File: src/verilog/tcc_pkg.sv
// Purpose: Shared constants and types of the timer capture/compare unit
// Assumes: One clock, synchronous active-high reset, 32-bit register bus
// Notes:   Offsets are byte addresses of aligned 32-bit words
package tcc_pkg;
   localparam int unsigned CNT_W  = 16;
   localparam int unsigned DATA_W = 32;
   localparam int unsigned STRB_W = DATA_W / 8;
   localparam int unsigned REG_AW = 5;

   localparam logic [REG_AW-1:0] OFS_CAPCMP_A = 5'h00;
   localparam logic [REG_AW-1:0] OFS_CAPCMP_B = 5'h04;
   localparam logic [REG_AW-1:0] OFS_COUNT    = 5'h08;
   localparam logic [REG_AW-1:0] OFS_MODE     = 5'h0C;
   localparam logic [REG_AW-1:0] OFS_CCCTRL   = 5'h10;
   localparam logic [REG_AW-1:0] OFS_PRESCALE = 5'h14;

   localparam logic [1:0] MODE_STOP  = 2'h0;
   localparam logic [1:0] MODE_FREE  = 2'h1;
   localparam logic [1:0] MODE_CLEAR = 2'h2;
   localparam int unsigned MODE_LSB     = 0;
   localparam int unsigned OVF_BIT      = 2;
   localparam int unsigned CAPA_CAP_BIT = 0;
   localparam int unsigned CAPA_REV_BIT = 1;
   localparam int unsigned CAPB_CAP_BIT = 2;
   localparam int unsigned TRIGA_ES_LSB = 0;
   localparam int unsigned TRIGB_ES_LSB = 2;

   localparam logic [1:0] EDGE_FALL = 2'h0;
   localparam logic [1:0] EDGE_RISE = 2'h1;
   localparam logic [1:0] EDGE_NONE = 2'h2;
   localparam logic [1:0] EDGE_BOTH = 2'h3;

   localparam logic [CNT_W-1:0] CNT_ZERO = 16'h0000;
   localparam logic [CNT_W-1:0] CNT_ONE  = 16'h0001;
   localparam logic [CNT_W-1:0] CNT_MAX  = 16'hFFFF;

   localparam logic [1:0] RESP_OKAY   = 2'h0;
   localparam logic [1:0] RESP_SLVERR = 2'h2;

   typedef enum logic [1:0] {
      WR_COLLECT = 2'b01,
      WR_RESP    = 2'b10
   } tcc_wst_e;

   typedef enum logic [2:0] {
      RD_IDLE  = 3'b001,
      RD_FETCH = 3'b010,
      RD_DATA  = 3'b100
   } tcc_rst_e;

   typedef struct packed {
      logic samp;
      logic filt;
      logic rise;
      logic fall;
   } tcc_edge_s;

   typedef struct packed {
      logic              en;
      logic [REG_AW-1:0] addr;
      logic [DATA_W-1:0] data;
      logic [STRB_W-1:0] strb;
   } tcc_wr_s;

   typedef struct packed {
      logic [CNT_W-1:0] cnt;
      logic [CNT_W-1:0] cca;
      logic [CNT_W-1:0] ccb;
      logic [1:0]       mode;
      logic             ovf;
      logic [2:0]       ccctrl;
      logic [3:0]       esel;
      logic             tout;
      logic             irq_a;
      logic             irq_b;
   } tcc_core_s;

   function automatic logic reg_hit(input logic [REG_AW-1:0] a);
      return a inside {OFS_CAPCMP_A, OFS_CAPCMP_B, OFS_COUNT, OFS_MODE,
                       OFS_CCCTRL, OFS_PRESCALE};
   endfunction
endpackage

File: src/verilog/tcc_timer.sv
// Purpose: 16-bit up-counter with two capture/compare registers
// Assumes: Count clock is sys_clk; triggers synchronous to sys_clk
// Notes:   Registers reached over AXI4-Lite; irq outputs are pulses
//
// Overview of operation
// RULE1: Reverse select: A captures on opposite trig_a edge, no irq.
// RULE2: Under reverse capture, trig_b edge raises irq_a, no capture.
// RULE3: Clear mode trig_a edge: capture into B, clear, toggle output.
// RULE4: Clear mode without trig_a edges keeps output low. Here A/B compare matches still toggle it.
// RULE5: Software reads both captures after irq_b, masks unused irq_a.
// RULE6: A compare: irq_a when equal to counter.
// RULE7: B compare: irq_b when equal to counter.
// RULE8: Compare matches never alter the counter.
// RULE9: A capture trigger: trig_a reverse phase or trig_b.
// RULE10: B captures only on trig_a valid edges.
// RULE11: Mode 01: free-running, one increment per count clock.
// RULE12: After FFFFH counter wraps to zero, sets overflow flag.
// RULE13: Software clears the overflow flag; hardware never does.
// RULE14: Free-running: compare/compare, compare/capture, capture/capture.
// RULE15: Both compare: toggle and matching irq on either match.
// RULE16: B capture: trig_a edge captures and raises irq_b.
// RULE17: Both capture: trig_b edges feed A, trig_a edges B.
// RULE18: Trig_b may accept both edges.
// RULE19: Only trig_b edges enabled: B receives no captures.
// RULE20: Mode 10: clear-and-start on trig_a valid edges.
// RULE21: Trig_a clear loads 0000H, counting resumes upward.
// RULE22: Triggers count after two consecutive equal samples.
// RULE23: Capture on a clearing edge stores the pre-clear count.
// RULE24: Each irq is a one-cycle pulse per event.
//
// Chosen here: the AXI4-Lite interface to the registers and the placing of the registers.
module tcc_timer #(
   parameter int unsigned ADDR_W = 12
) (
   input  wire logic                        sys_clk,
   input  wire logic                        sys_rst,
   input  wire logic                        s_axi_awvalid,
   output logic                             s_axi_awready,
   input  wire logic [ADDR_W-1:0]           s_axi_awaddr,
   input  wire logic                        s_axi_wvalid,
   output logic                             s_axi_wready,
   input  wire logic [tcc_pkg::DATA_W-1:0]  s_axi_wdata,
   input  wire logic [tcc_pkg::STRB_W-1:0]  s_axi_wstrb,
   output logic                             s_axi_bvalid,
   input  wire logic                        s_axi_bready,
   output logic [1:0]                       s_axi_bresp,
   input  wire logic                        s_axi_arvalid,
   output logic                             s_axi_arready,
   input  wire logic [ADDR_W-1:0]           s_axi_araddr,
   output logic                             s_axi_rvalid,
   input  wire logic                        s_axi_rready,
   output logic [tcc_pkg::DATA_W-1:0]       s_axi_rdata,
   output logic [1:0]                       s_axi_rresp,
   input  wire logic                        trig_in_a,
   input  wire logic                        trig_in_b,
   output logic                             timer_out,
   output logic                             irq_a,
   output logic                             irq_b
);
   tcc_pkg::tcc_core_s                st;
   tcc_pkg::tcc_core_s                next_st;
   tcc_pkg::tcc_wr_s                  wr;
   logic [tcc_pkg::REG_AW-1:0]        rd_addr;
   logic [tcc_pkg::DATA_W-1:0]        rd_data;
   logic                              a_rise;
   logic                              a_fall;
   logic                              b_rise;
   logic                              b_fall;

   function automatic logic edge_hit(input logic [1:0] sel,
                                     input logic       r,
                                     input logic       f);
      return (sel == tcc_pkg::EDGE_RISE && r) ||
             (sel == tcc_pkg::EDGE_FALL && f) ||
             (sel == tcc_pkg::EDGE_BOTH && (r || f));
   endfunction

   // Both-edge selection has no opposite phase, so it yields nothing
   function automatic logic edge_rev(input logic [1:0] sel,
                                     input logic       r,
                                     input logic       f);
      return (sel == tcc_pkg::EDGE_RISE && f) ||
             (sel == tcc_pkg::EDGE_FALL && r);
   endfunction

   function automatic logic [tcc_pkg::DATA_W-1:0] merge(
         input logic [tcc_pkg::DATA_W-1:0] old,
         input logic [tcc_pkg::DATA_W-1:0] data,
         input logic [tcc_pkg::STRB_W-1:0] strb);
      logic [tcc_pkg::DATA_W-1:0] res;
      res = old;
      for (int i = 0; i < tcc_pkg::STRB_W; i++) begin
         if (strb[i]) begin
            res[i*8 +: 8] = data[i*8 +: 8];
         end
      end
      return res;
   endfunction

   tcc_axil_slave #(
      .ADDR_W (ADDR_W)
   ) u_bus (
      .sys_clk       (sys_clk),
      .sys_rst       (sys_rst),
      .s_axi_awvalid (s_axi_awvalid),
      .s_axi_awready (s_axi_awready),
      .s_axi_awaddr  (s_axi_awaddr),
      .s_axi_wvalid  (s_axi_wvalid),
      .s_axi_wready  (s_axi_wready),
      .s_axi_wdata   (s_axi_wdata),
      .s_axi_wstrb   (s_axi_wstrb),
      .s_axi_bvalid  (s_axi_bvalid),
      .s_axi_bready  (s_axi_bready),
      .s_axi_bresp   (s_axi_bresp),
      .s_axi_arvalid (s_axi_arvalid),
      .s_axi_arready (s_axi_arready),
      .s_axi_araddr  (s_axi_araddr),
      .s_axi_rvalid  (s_axi_rvalid),
      .s_axi_rready  (s_axi_rready),
      .s_axi_rdata   (s_axi_rdata),
      .s_axi_rresp   (s_axi_rresp),
      .wr            (wr),
      .rd_addr       (rd_addr),
      .rd_data       (rd_data)
   );

   tcc_edge_filter u_filt_a (
      .sys_clk (sys_clk),
      .sys_rst (sys_rst),
      .din     (trig_in_a),
      .rise    (a_rise),
      .fall    (a_fall)
   );

   tcc_edge_filter u_filt_b (
      .sys_clk (sys_clk),
      .sys_rst (sys_rst),
      .din     (trig_in_b),
      .rise    (b_rise),
      .fall    (b_fall)
   );

   always_comb begin
      unique case (rd_addr)
         tcc_pkg::OFS_CAPCMP_A: rd_data = tcc_pkg::DATA_W'(st.cca);
         tcc_pkg::OFS_CAPCMP_B: rd_data = tcc_pkg::DATA_W'(st.ccb);
         tcc_pkg::OFS_COUNT:    rd_data = tcc_pkg::DATA_W'(st.cnt);
         tcc_pkg::OFS_MODE:     rd_data = tcc_pkg::DATA_W'({st.ovf, st.mode});
         tcc_pkg::OFS_CCCTRL:   rd_data = tcc_pkg::DATA_W'(st.ccctrl);
         tcc_pkg::OFS_PRESCALE: rd_data = tcc_pkg::DATA_W'(st.esel);
         default:               rd_data = '0;
      endcase
   end

   always_comb begin
      logic [tcc_pkg::DATA_W-1:0] wv;
      logic [1:0]                 sel_a;
      logic                       ea;
      logic                       ea_rev;
      logic                       eb;
      logic                       cap_a;
      logic                       rev_a;
      logic                       cap_b;
      logic                       run;
      logic                       clr;
      logic                       match_a;
      logic                       match_b;
      wv      = '0;
      next_st = st;
      next_st.irq_a = 1'b0; // [RULE24]
      next_st.irq_b = 1'b0; // [RULE24]
      sel_a   = st.esel[tcc_pkg::TRIGA_ES_LSB +: 2];
      ea      = edge_hit(sel_a, a_rise, a_fall);
      ea_rev  = edge_rev(sel_a, a_rise, a_fall);
      // Trig_b accepts both edges when so selected [RULE18]
      eb      = edge_hit(st.esel[tcc_pkg::TRIGB_ES_LSB +: 2], b_rise, b_fall);
      cap_a   = st.ccctrl[tcc_pkg::CAPA_CAP_BIT];
      rev_a   = st.ccctrl[tcc_pkg::CAPA_REV_BIT];
      cap_b   = st.ccctrl[tcc_pkg::CAPB_CAP_BIT];
      run     = st.mode == tcc_pkg::MODE_FREE || st.mode == tcc_pkg::MODE_CLEAR;
      clr     = run && st.mode == tcc_pkg::MODE_CLEAR && ea; // [RULE20]
      match_a = run && !cap_a && st.cca == st.cnt;
      match_b = run && !cap_b && st.ccb == st.cnt;

      if (wr.en) begin
         unique case (wr.addr)
            tcc_pkg::OFS_CAPCMP_A: begin
               wv = merge(tcc_pkg::DATA_W'(st.cca), wr.data, wr.strb);
               next_st.cca = wv[tcc_pkg::CNT_W-1:0];
            end
            tcc_pkg::OFS_CAPCMP_B: begin
               wv = merge(tcc_pkg::DATA_W'(st.ccb), wr.data, wr.strb);
               next_st.ccb = wv[tcc_pkg::CNT_W-1:0];
            end
            tcc_pkg::OFS_MODE: begin
               wv = merge(tcc_pkg::DATA_W'({st.ovf, st.mode}), wr.data,
                          wr.strb);
               next_st.mode = wv[tcc_pkg::MODE_LSB +: 2];
               // Writing 0 clears the flag, writing 1 keeps it [RULE13]
               next_st.ovf  = st.ovf & wv[tcc_pkg::OVF_BIT];
            end
            tcc_pkg::OFS_CCCTRL: begin
               wv = merge(tcc_pkg::DATA_W'(st.ccctrl), wr.data, wr.strb);
               next_st.ccctrl = wv[2:0];
            end
            tcc_pkg::OFS_PRESCALE: begin
               wv = merge(tcc_pkg::DATA_W'(st.esel), wr.data, wr.strb);
               next_st.esel = wv[3:0];
            end
            default: wv = '0;
         endcase
      end

      if (!run) begin
         // Stopped: counter held at zero and output parked low
         next_st.cnt  = tcc_pkg::CNT_ZERO;
         next_st.tout = 1'b0;
      end else begin
         if (clr) begin
            next_st.cnt = tcc_pkg::CNT_ZERO; // [RULE3] [RULE21]
         end else begin
            next_st.cnt = st.cnt + tcc_pkg::CNT_ONE; // [RULE11] [RULE8]
            if (st.cnt == tcc_pkg::CNT_MAX) begin
               next_st.ovf = 1'b1; // [RULE12]
            end
         end
         // Toggles on clears and on A/B compare matches, so with neither it keeps its level [RULE4]
         if (clr || match_a || match_b) begin
            next_st.tout = ~st.tout; // [RULE3] [RULE15]
         end
         if (match_a) begin
            next_st.irq_a = 1'b1; // [RULE6] [RULE15]
         end
         if (match_b) begin
            next_st.irq_b = 1'b1; // [RULE7] [RULE15]
         end
         // Captures take st.cnt, the value before any clear [RULE23]
         if (cap_a && rev_a) begin
            if (ea_rev) begin
               next_st.cca = st.cnt; // [RULE1] [RULE9]
            end
            if (eb) begin
               next_st.irq_a = 1'b1; // [RULE2]
            end
         end else if (cap_a && eb) begin
            next_st.cca   = st.cnt; // [RULE9] [RULE17] [RULE14]
            next_st.irq_a = 1'b1;
         end
         // Only trig_a feeds register B [RULE19]
         if (cap_b && ea) begin
            next_st.ccb   = st.cnt; // [RULE10] [RULE16] [RULE17] [RULE3]
            next_st.irq_b = 1'b1; // [RULE16]
         end
      end
   end

   always_ff @(posedge sys_clk) begin
      if (sys_rst) begin
         st <= '0;
      end else begin
         st <= next_st;
      end
   end

   assign timer_out = st.tout;
   assign irq_a     = st.irq_a;
   assign irq_b     = st.irq_b;
endmodule

File: src/verilog/tcc_edge_filter.sv
// Purpose: Two-sample noise filter and edge detector for one trigger input
// Assumes: Input is synchronous to sys_clk
// Notes:   A level counts only once seen on two consecutive samples
module tcc_edge_filter (
   input  wire logic sys_clk,
   input  wire logic sys_rst,
   input  wire logic din,
   output logic      rise,
   output logic      fall
);
   tcc_pkg::tcc_edge_s st;
   tcc_pkg::tcc_edge_s next_st;

   always_comb begin
      next_st      = st;
      next_st.samp = din;
      next_st.rise = 1'b0;
      next_st.fall = 1'b0;
      // Short pulses never reach filt, so they make no edge
      if (din == st.samp && din != st.filt) begin // [RULE22]
         next_st.filt = din;
         next_st.rise = din;
         next_st.fall = ~din;
      end
   end

   always_ff @(posedge sys_clk) begin
      if (sys_rst) begin
         st <= '0;
      end else begin
         st <= next_st;
      end
   end

   assign rise = st.rise;
   assign fall = st.fall;
endmodule

File: src/verilog/tcc_axil_slave.sv
// Purpose: AXI4-Lite slave front end for the register file
// Assumes: One write and one read outstanding at most
// Notes:   Decodes only the low address bits, upper bits alias
module tcc_axil_slave #(
   parameter int unsigned ADDR_W = 12
) (
   input  wire logic                        sys_clk,
   input  wire logic                        sys_rst,
   input  wire logic                        s_axi_awvalid,
   output logic                             s_axi_awready,
   input  wire logic [ADDR_W-1:0]           s_axi_awaddr,
   input  wire logic                        s_axi_wvalid,
   output logic                             s_axi_wready,
   input  wire logic [tcc_pkg::DATA_W-1:0]  s_axi_wdata,
   input  wire logic [tcc_pkg::STRB_W-1:0]  s_axi_wstrb,
   output logic                             s_axi_bvalid,
   input  wire logic                        s_axi_bready,
   output logic [1:0]                       s_axi_bresp,
   input  wire logic                        s_axi_arvalid,
   output logic                             s_axi_arready,
   input  wire logic [ADDR_W-1:0]           s_axi_araddr,
   output logic                             s_axi_rvalid,
   input  wire logic                        s_axi_rready,
   output logic [tcc_pkg::DATA_W-1:0]       s_axi_rdata,
   output logic [1:0]                       s_axi_rresp,
   output tcc_pkg::tcc_wr_s                 wr,
   output logic [tcc_pkg::REG_AW-1:0]       rd_addr,
   input  wire logic [tcc_pkg::DATA_W-1:0]  rd_data
);
   if (ADDR_W < tcc_pkg::REG_AW || ADDR_W > tcc_pkg::DATA_W) begin : g_chk
      $error("tcc_axil_slave: ADDR_W out of range");
   end

   typedef struct packed {
      tcc_pkg::tcc_wst_e            wst;
      tcc_pkg::tcc_rst_e            rst;
      logic                         awready;
      logic                         wready;
      logic                         bvalid;
      logic [1:0]                   bresp;
      logic                         arready;
      logic                         rvalid;
      logic [1:0]                   rresp;
      logic [tcc_pkg::DATA_W-1:0]   rdata;
      logic [tcc_pkg::REG_AW-1:0]   raddr;
      tcc_pkg::tcc_wr_s             wr;
   } tcc_axi_s;

   localparam tcc_axi_s AXI_RST = '{
      wst: tcc_pkg::WR_COLLECT, rst: tcc_pkg::RD_IDLE, awready: 1'b1,
      wready: 1'b1, bvalid: 1'b0, bresp: tcc_pkg::RESP_OKAY,
      arready: 1'b1, rvalid: 1'b0, rresp: tcc_pkg::RESP_OKAY,
      rdata: '0, raddr: '0, wr: '0};

   tcc_axi_s st;
   tcc_axi_s next_st;

   always_comb begin
      next_st       = st;
      next_st.wr.en = 1'b0;
      unique case (st.wst)
         tcc_pkg::WR_COLLECT: begin
            if (s_axi_awvalid && st.awready) begin
               next_st.awready = 1'b0;
               next_st.wr.addr = s_axi_awaddr[tcc_pkg::REG_AW-1:0];
            end
            if (s_axi_wvalid && st.wready) begin
               next_st.wready  = 1'b0;
               next_st.wr.data = s_axi_wdata;
               next_st.wr.strb = s_axi_wstrb;
            end
            // Address and data may come in either order
            if (!next_st.awready && !next_st.wready) begin
               next_st.wr.en  = 1'b1;
               next_st.bvalid = 1'b1;
               next_st.bresp  = tcc_pkg::reg_hit(next_st.wr.addr) ?
                                tcc_pkg::RESP_OKAY : tcc_pkg::RESP_SLVERR;
               next_st.wst    = tcc_pkg::WR_RESP;
            end
         end
         tcc_pkg::WR_RESP: begin
            if (s_axi_bready) begin
               next_st.bvalid  = 1'b0;
               next_st.awready = 1'b1;
               next_st.wready  = 1'b1;
               next_st.wst     = tcc_pkg::WR_COLLECT;
            end
         end
      endcase
      unique case (st.rst)
         tcc_pkg::RD_IDLE: begin
            if (s_axi_arvalid) begin
               next_st.arready = 1'b0;
               next_st.raddr   = s_axi_araddr[tcc_pkg::REG_AW-1:0];
               next_st.rst     = tcc_pkg::RD_FETCH;
            end
         end
         tcc_pkg::RD_FETCH: begin
            next_st.rdata  = rd_data;
            next_st.rresp  = tcc_pkg::reg_hit(st.raddr) ?
                             tcc_pkg::RESP_OKAY : tcc_pkg::RESP_SLVERR;
            next_st.rvalid = 1'b1;
            next_st.rst    = tcc_pkg::RD_DATA;
         end
         tcc_pkg::RD_DATA: begin
            if (s_axi_rready) begin
               next_st.rvalid  = 1'b0;
               next_st.arready = 1'b1;
               next_st.rst     = tcc_pkg::RD_IDLE;
            end
         end
      endcase
   end

   always_ff @(posedge sys_clk) begin
      if (sys_rst) begin
         st <= AXI_RST;
      end else begin
         st <= next_st;
      end
   end

   assign s_axi_awready = st.awready;
   assign s_axi_wready  = st.wready;
   assign s_axi_bvalid  = st.bvalid;
   assign s_axi_bresp   = st.bresp;
   assign s_axi_arready = st.arready;
   assign s_axi_rvalid  = st.rvalid;
   assign s_axi_rdata   = st.rdata;
   assign s_axi_rresp   = st.rresp;
   assign wr            = st.wr;
   assign rd_addr       = st.raddr;
endmodule

File: config.mk
export PLATFORM = sky130hd
export DESIGN_NAME = tcc_timer
export DESIGN_NICKNAME = d
export VERILOG_FILES = /design/src/verilog/tcc_pkg.sv /design/src/verilog/tcc_timer.sv /design/src/verilog/tcc_edge_filter.sv /design/src/verilog/tcc_axil_slave.sv
export SDC_FILE = /design/constraint.sdc
export NUM_CORES = 1
export LEC_CHECK = 0
export BUFFER_PORTS_ARGS = -buffer_cell sky130_fd_sc_hd__buf_2
export CORE_UTILIZATION = 55
export CTS_CLUSTER_DIAMETER = 150
export CTS_CLUSTER_SIZE = 40
export DETAILED_ROUTE_END_ITERATION = 7
export GPL_ROUTABILITY_DRIVEN = 1
export PLACE_DENSITY = 0.79
export SYNTH_ARGS = -nofsm -noshare
export SYNTH_HDL_FRONTEND = slang
export SYNTH_SLANG_ARGS = --single-unit
File: constraint.sdc
create_clock -name sys_clk -period 3.05 [get_ports sys_clk]
set_clock_uncertainty 0.05 [all_clocks]
set_input_delay 0 -clock sys_clk [delete_from_list [all_inputs] [get_ports sys_clk]]
set_output_delay 0 -clock sys_clk [all_outputs]
set_load 0.1 [all_outputs]
==> results by group <==
Outcome
  – Outcome: finished clean

Placed design
  – GPL Wtd Cong: ~0.87
  – Placed Cells: between 800 and 900
  – Dpl hpwl: around 10000 µm
  – I/O Buffers: 62

Yosys
  – Async SR Flop Fraction: 0%
  – Seq cells post-synth: about 130
  – Gate Count Post-Synth: between 600 and 700
  – Top post-synthesis cells by area: dfxtp_1 41%, mux2i_1 9.4%, nor2_1 6.7%
  – Sequential-to-total area share from yosys stat: 41.0%
  – Synth top area share: between 40% and 50%
  – Avg Cell Area, Syn: 8.82 µm²
  – Area leader, netlist: dfxtp_1
  – Post-synth EDFFs: 0
  – Mapped Area: about 6000 µm²
  – Ys flop type: dfxtp_1
  – YS warnings: 0
  – Cell variety after synth: between 50 and 60

Setup path
  – Buf/Inv on CP: 2
  – CP endpoint kind: register
  – Critical Path AT: a little under 3 ns
  – Peak fanout along the critical path: 5
  – Worst stage delay on the critical path: between 0.5 and 0.6 ns
  – Critical Path RT: between 3 and 4 ns
  – Critical path startpoint category: register
  – Top cell by count, worst path: dlygate4sd3_1
  – CP Class: register to register
  – Slowest-stage cell, CP: dlygate4sd3_1
  – Reg2reg setup slack: between 0.5 and 0.6 ns
  – Crit path max-delay family: buffers and inverters
  – Worst-path cell chain: nor2b_1, nand3_1, mux2i_1, dlygate4sd3_1, nor2_1, dlygate4sd3_1

STA
  – Setup_tns: 0 ns
  – Final hold vios: 0
  – Minimum clock period: around 2.5 ns
  – # setup viols final: 0
  – Worst Tran Pin Value: 0.756 ns
  – Final slew viol count: 0
  – RSZ-0062 raised after global routing: false
  – Worst rel slew slack: around half
  – FMAX: 393 MHz
  – Post-route clock period utilization: 83.5%

Global route
  – First-pass GRT wire length: around 25,000 µm
  – Number of global-route vias before repair: around 5,000
  – Grt total ovfl: 0
  – Initial antenna violation count: 0
  – GRT Total Usage: between 20% and 30%
  – Largest net degree at the start of global routing: between 40 and 50

Die
  – Core box area: 10,900 µm²
  – Core Rows: 38
  – DIE AREA: 11,600 µm²
  – Die height: roughly 110 µm
  – I/O pin cnt: about 110
  – Die width: 108 µm
  – Starting Density: a little under three fifths

Detailed routing
  – Vias/cell: between 5 and 6
  – First drt pass iteration count: 8
  – DR vias: approximately 5,200
  – Wire per inst: between 15 and 20 µm
  – DR iter-0 viols: 370
  – DRC Markers: 0
  – Routed Antenna Nets: 0
  – Final WL: approximately 15,000 µm

Clocking
  – Clock Pin Slew Worst Setup and Hold Paths: 0.06 ns
  – Num CTS Buffers: 17
  – Clock sinks: approximately 130
  – Clk_lat worst skew: approximately 0.53 ns
  – CTS Buffer Depth: 2
  – H-tree levels: 4
  – CTS tree: done
  – CTS root buf: clkbuf_8

Layout
  – Cell Count, Final, Fillers Out: just over 900
  – P&R area growth vs syn: 19.9%
  – Fraction of layout cells with a size suffix above 1: 15.8%
  – Nets: approximately 840
  – Antenna cell count: 0

Power
  – Peak supply drop: about 0.36 mV
  – Tot Pwr: around 4 mW
  – PwrDens: about 560 nW/µm²
  – Static Leak: 2.99 nW

Min path
  – Worst hold path class: input port to register

Flow run
  – Max-cap violation count: 0
[sequential cells by signal (all words and copies together) (netlist names), 2 cells and up]
register           flops
u_bus.st               5
st                    58
u_filt_b.st            2
u_filt_a.st            2
u_bus.s_axi_rdata     16
u_bus.wr              24
u_bus.rd_addr          5
[area by class of cell]
cell class / count / area, µm²
tap: 140 / 175
clock inverter: 7 / 87.6
timing repair buffer: 126 / 933
inverter: 6 / 22.5
multi-input combinational: 495 / 3180
fill: 837 / 3500
sequential: 126 / 2520
clock buffer: 23 / 467
[cell families after synthesis]
logic type	after synthesis	synth area share (%)
other cells	1	0.0609
simple gates	250	19.3
buf+inv	94	8.47
compound gates	120	14.6
mux	60	9.79
flops	126	41.0
xor+xnor	45	6.40
fa+ha+maj	2	0.406
[worst reg2reg max path, stage by stage, from the launching register on]
cell           delay (ns)
dfxtp_1              0.38
nor2b_1              0.28
nand3_1              0.31
mux2i_1              0.24
dlygate4sd3_1        0.57
nor2_1               0.04
dlygate4sd3_1        0.57
[placed cells by master (no fill, tap or decap), types with 4 or more instances in the layout]
cell type      netlist  layout
a211oi_2            16      16
dfxtp_1            126     126
inv_1                5       5
nand2b_1             7       7
a21oi_1             42      42
a211oi_1            17      17
buf_4               37       9
dlygate4sd3_1        0      56
a222oi_1            12      12
mux2i_1             58      58
nand3_1             12      12
clkinv_2             0       4
conb_1               1      18
nor2b_1              9       9
xnor2_1             27      27
clkbuf_16            0      16
nand4_1              9       9
a31oi_1              5       5
buf_2               12      61
nor3_1               9       9
nand2_1             59      59
nor2_1             110     110
clkbuf_8             0       4
and3_1               5       5
a22oi_1              5       5
xor2_1              18      18
nor4_1               4       4
or3_1                4       4
o21ai_1              4       4
[metrics by stage]
stage	area (µm²)	hold WS, ns	utilization [%]	worst slack, ns
finish	7390	0.164	67.8	0.504
floorplan	6220	0.0267	-	0.980
global route	7390	0.175	67.8	0.344
global placement	6270	0.151	57.6	0.750
CTS	7390	0.141	67.8	0.564
detailed placement	6270	0.163	57.6	0.691
[power by group]
group / switching, mW / internal (mW) / total [mW]
sequential: 0.0521 / 1.69 / 1.74
clock: 0.695 / 1.21 / 1.91
combinational: 0.315 / 0.138 / 0.453
total: 1.06 / 3.04 / 4.10
[layer usage]
layer  GRT usage (%)  routed length, µm  vias up
li1                -                  -     2525
met1            35.5               6670     2497
met2            44.5               7190      192
met3            7.08               1070       21
met4            9.30                197        0
met5               0                  0        -
[synth_stat cells (all sizes together) (2+ instances only)]
master   count
a2111oi      2
nor4         4
mux2         2
a22o         2
nand2b       7
a31oi        5
or2          4
o21ai        7
nor3b        4
and3         5
nand2       60
a21oi       42
nand3       12
mux2i       58
and3b        2
o22ai        2
nor3        10
ha           2
a21o         2
clkbuf      34
nor2b        9
or3          4
nor2       114
nand4        9
a211oi      33
buf         54
a222oi      12
a22oi        5
xnor2       27
nor4b        2
dfxtp      126
o221ai       2
and4         2
inv          5
xor2        18
[what timing repair did]
item,4_1_cts,5_1_grt
resized for setup,0,0
buffers inserted,0,0
hold buffers,56,0
endpoints found under the hold margin,50,0
endpoints found under the setup margin,0,0
[final timing paths]
| path | start | end | cells after the start |
|---|---|---|---|
| max | u_bus.st[91] | u_bus.wr[38] | 6 |
| min | trig_in_a | u_filt_a.fall | 3 |
| max reg2reg | u_bus.st[91] | u_bus.wr[38] | 6 |
| min reg2reg | u_bus.s_axi_arready | u_bus.s_axi_arready | 2 |
Note: power is estimated with default switching activity, not from simulation.
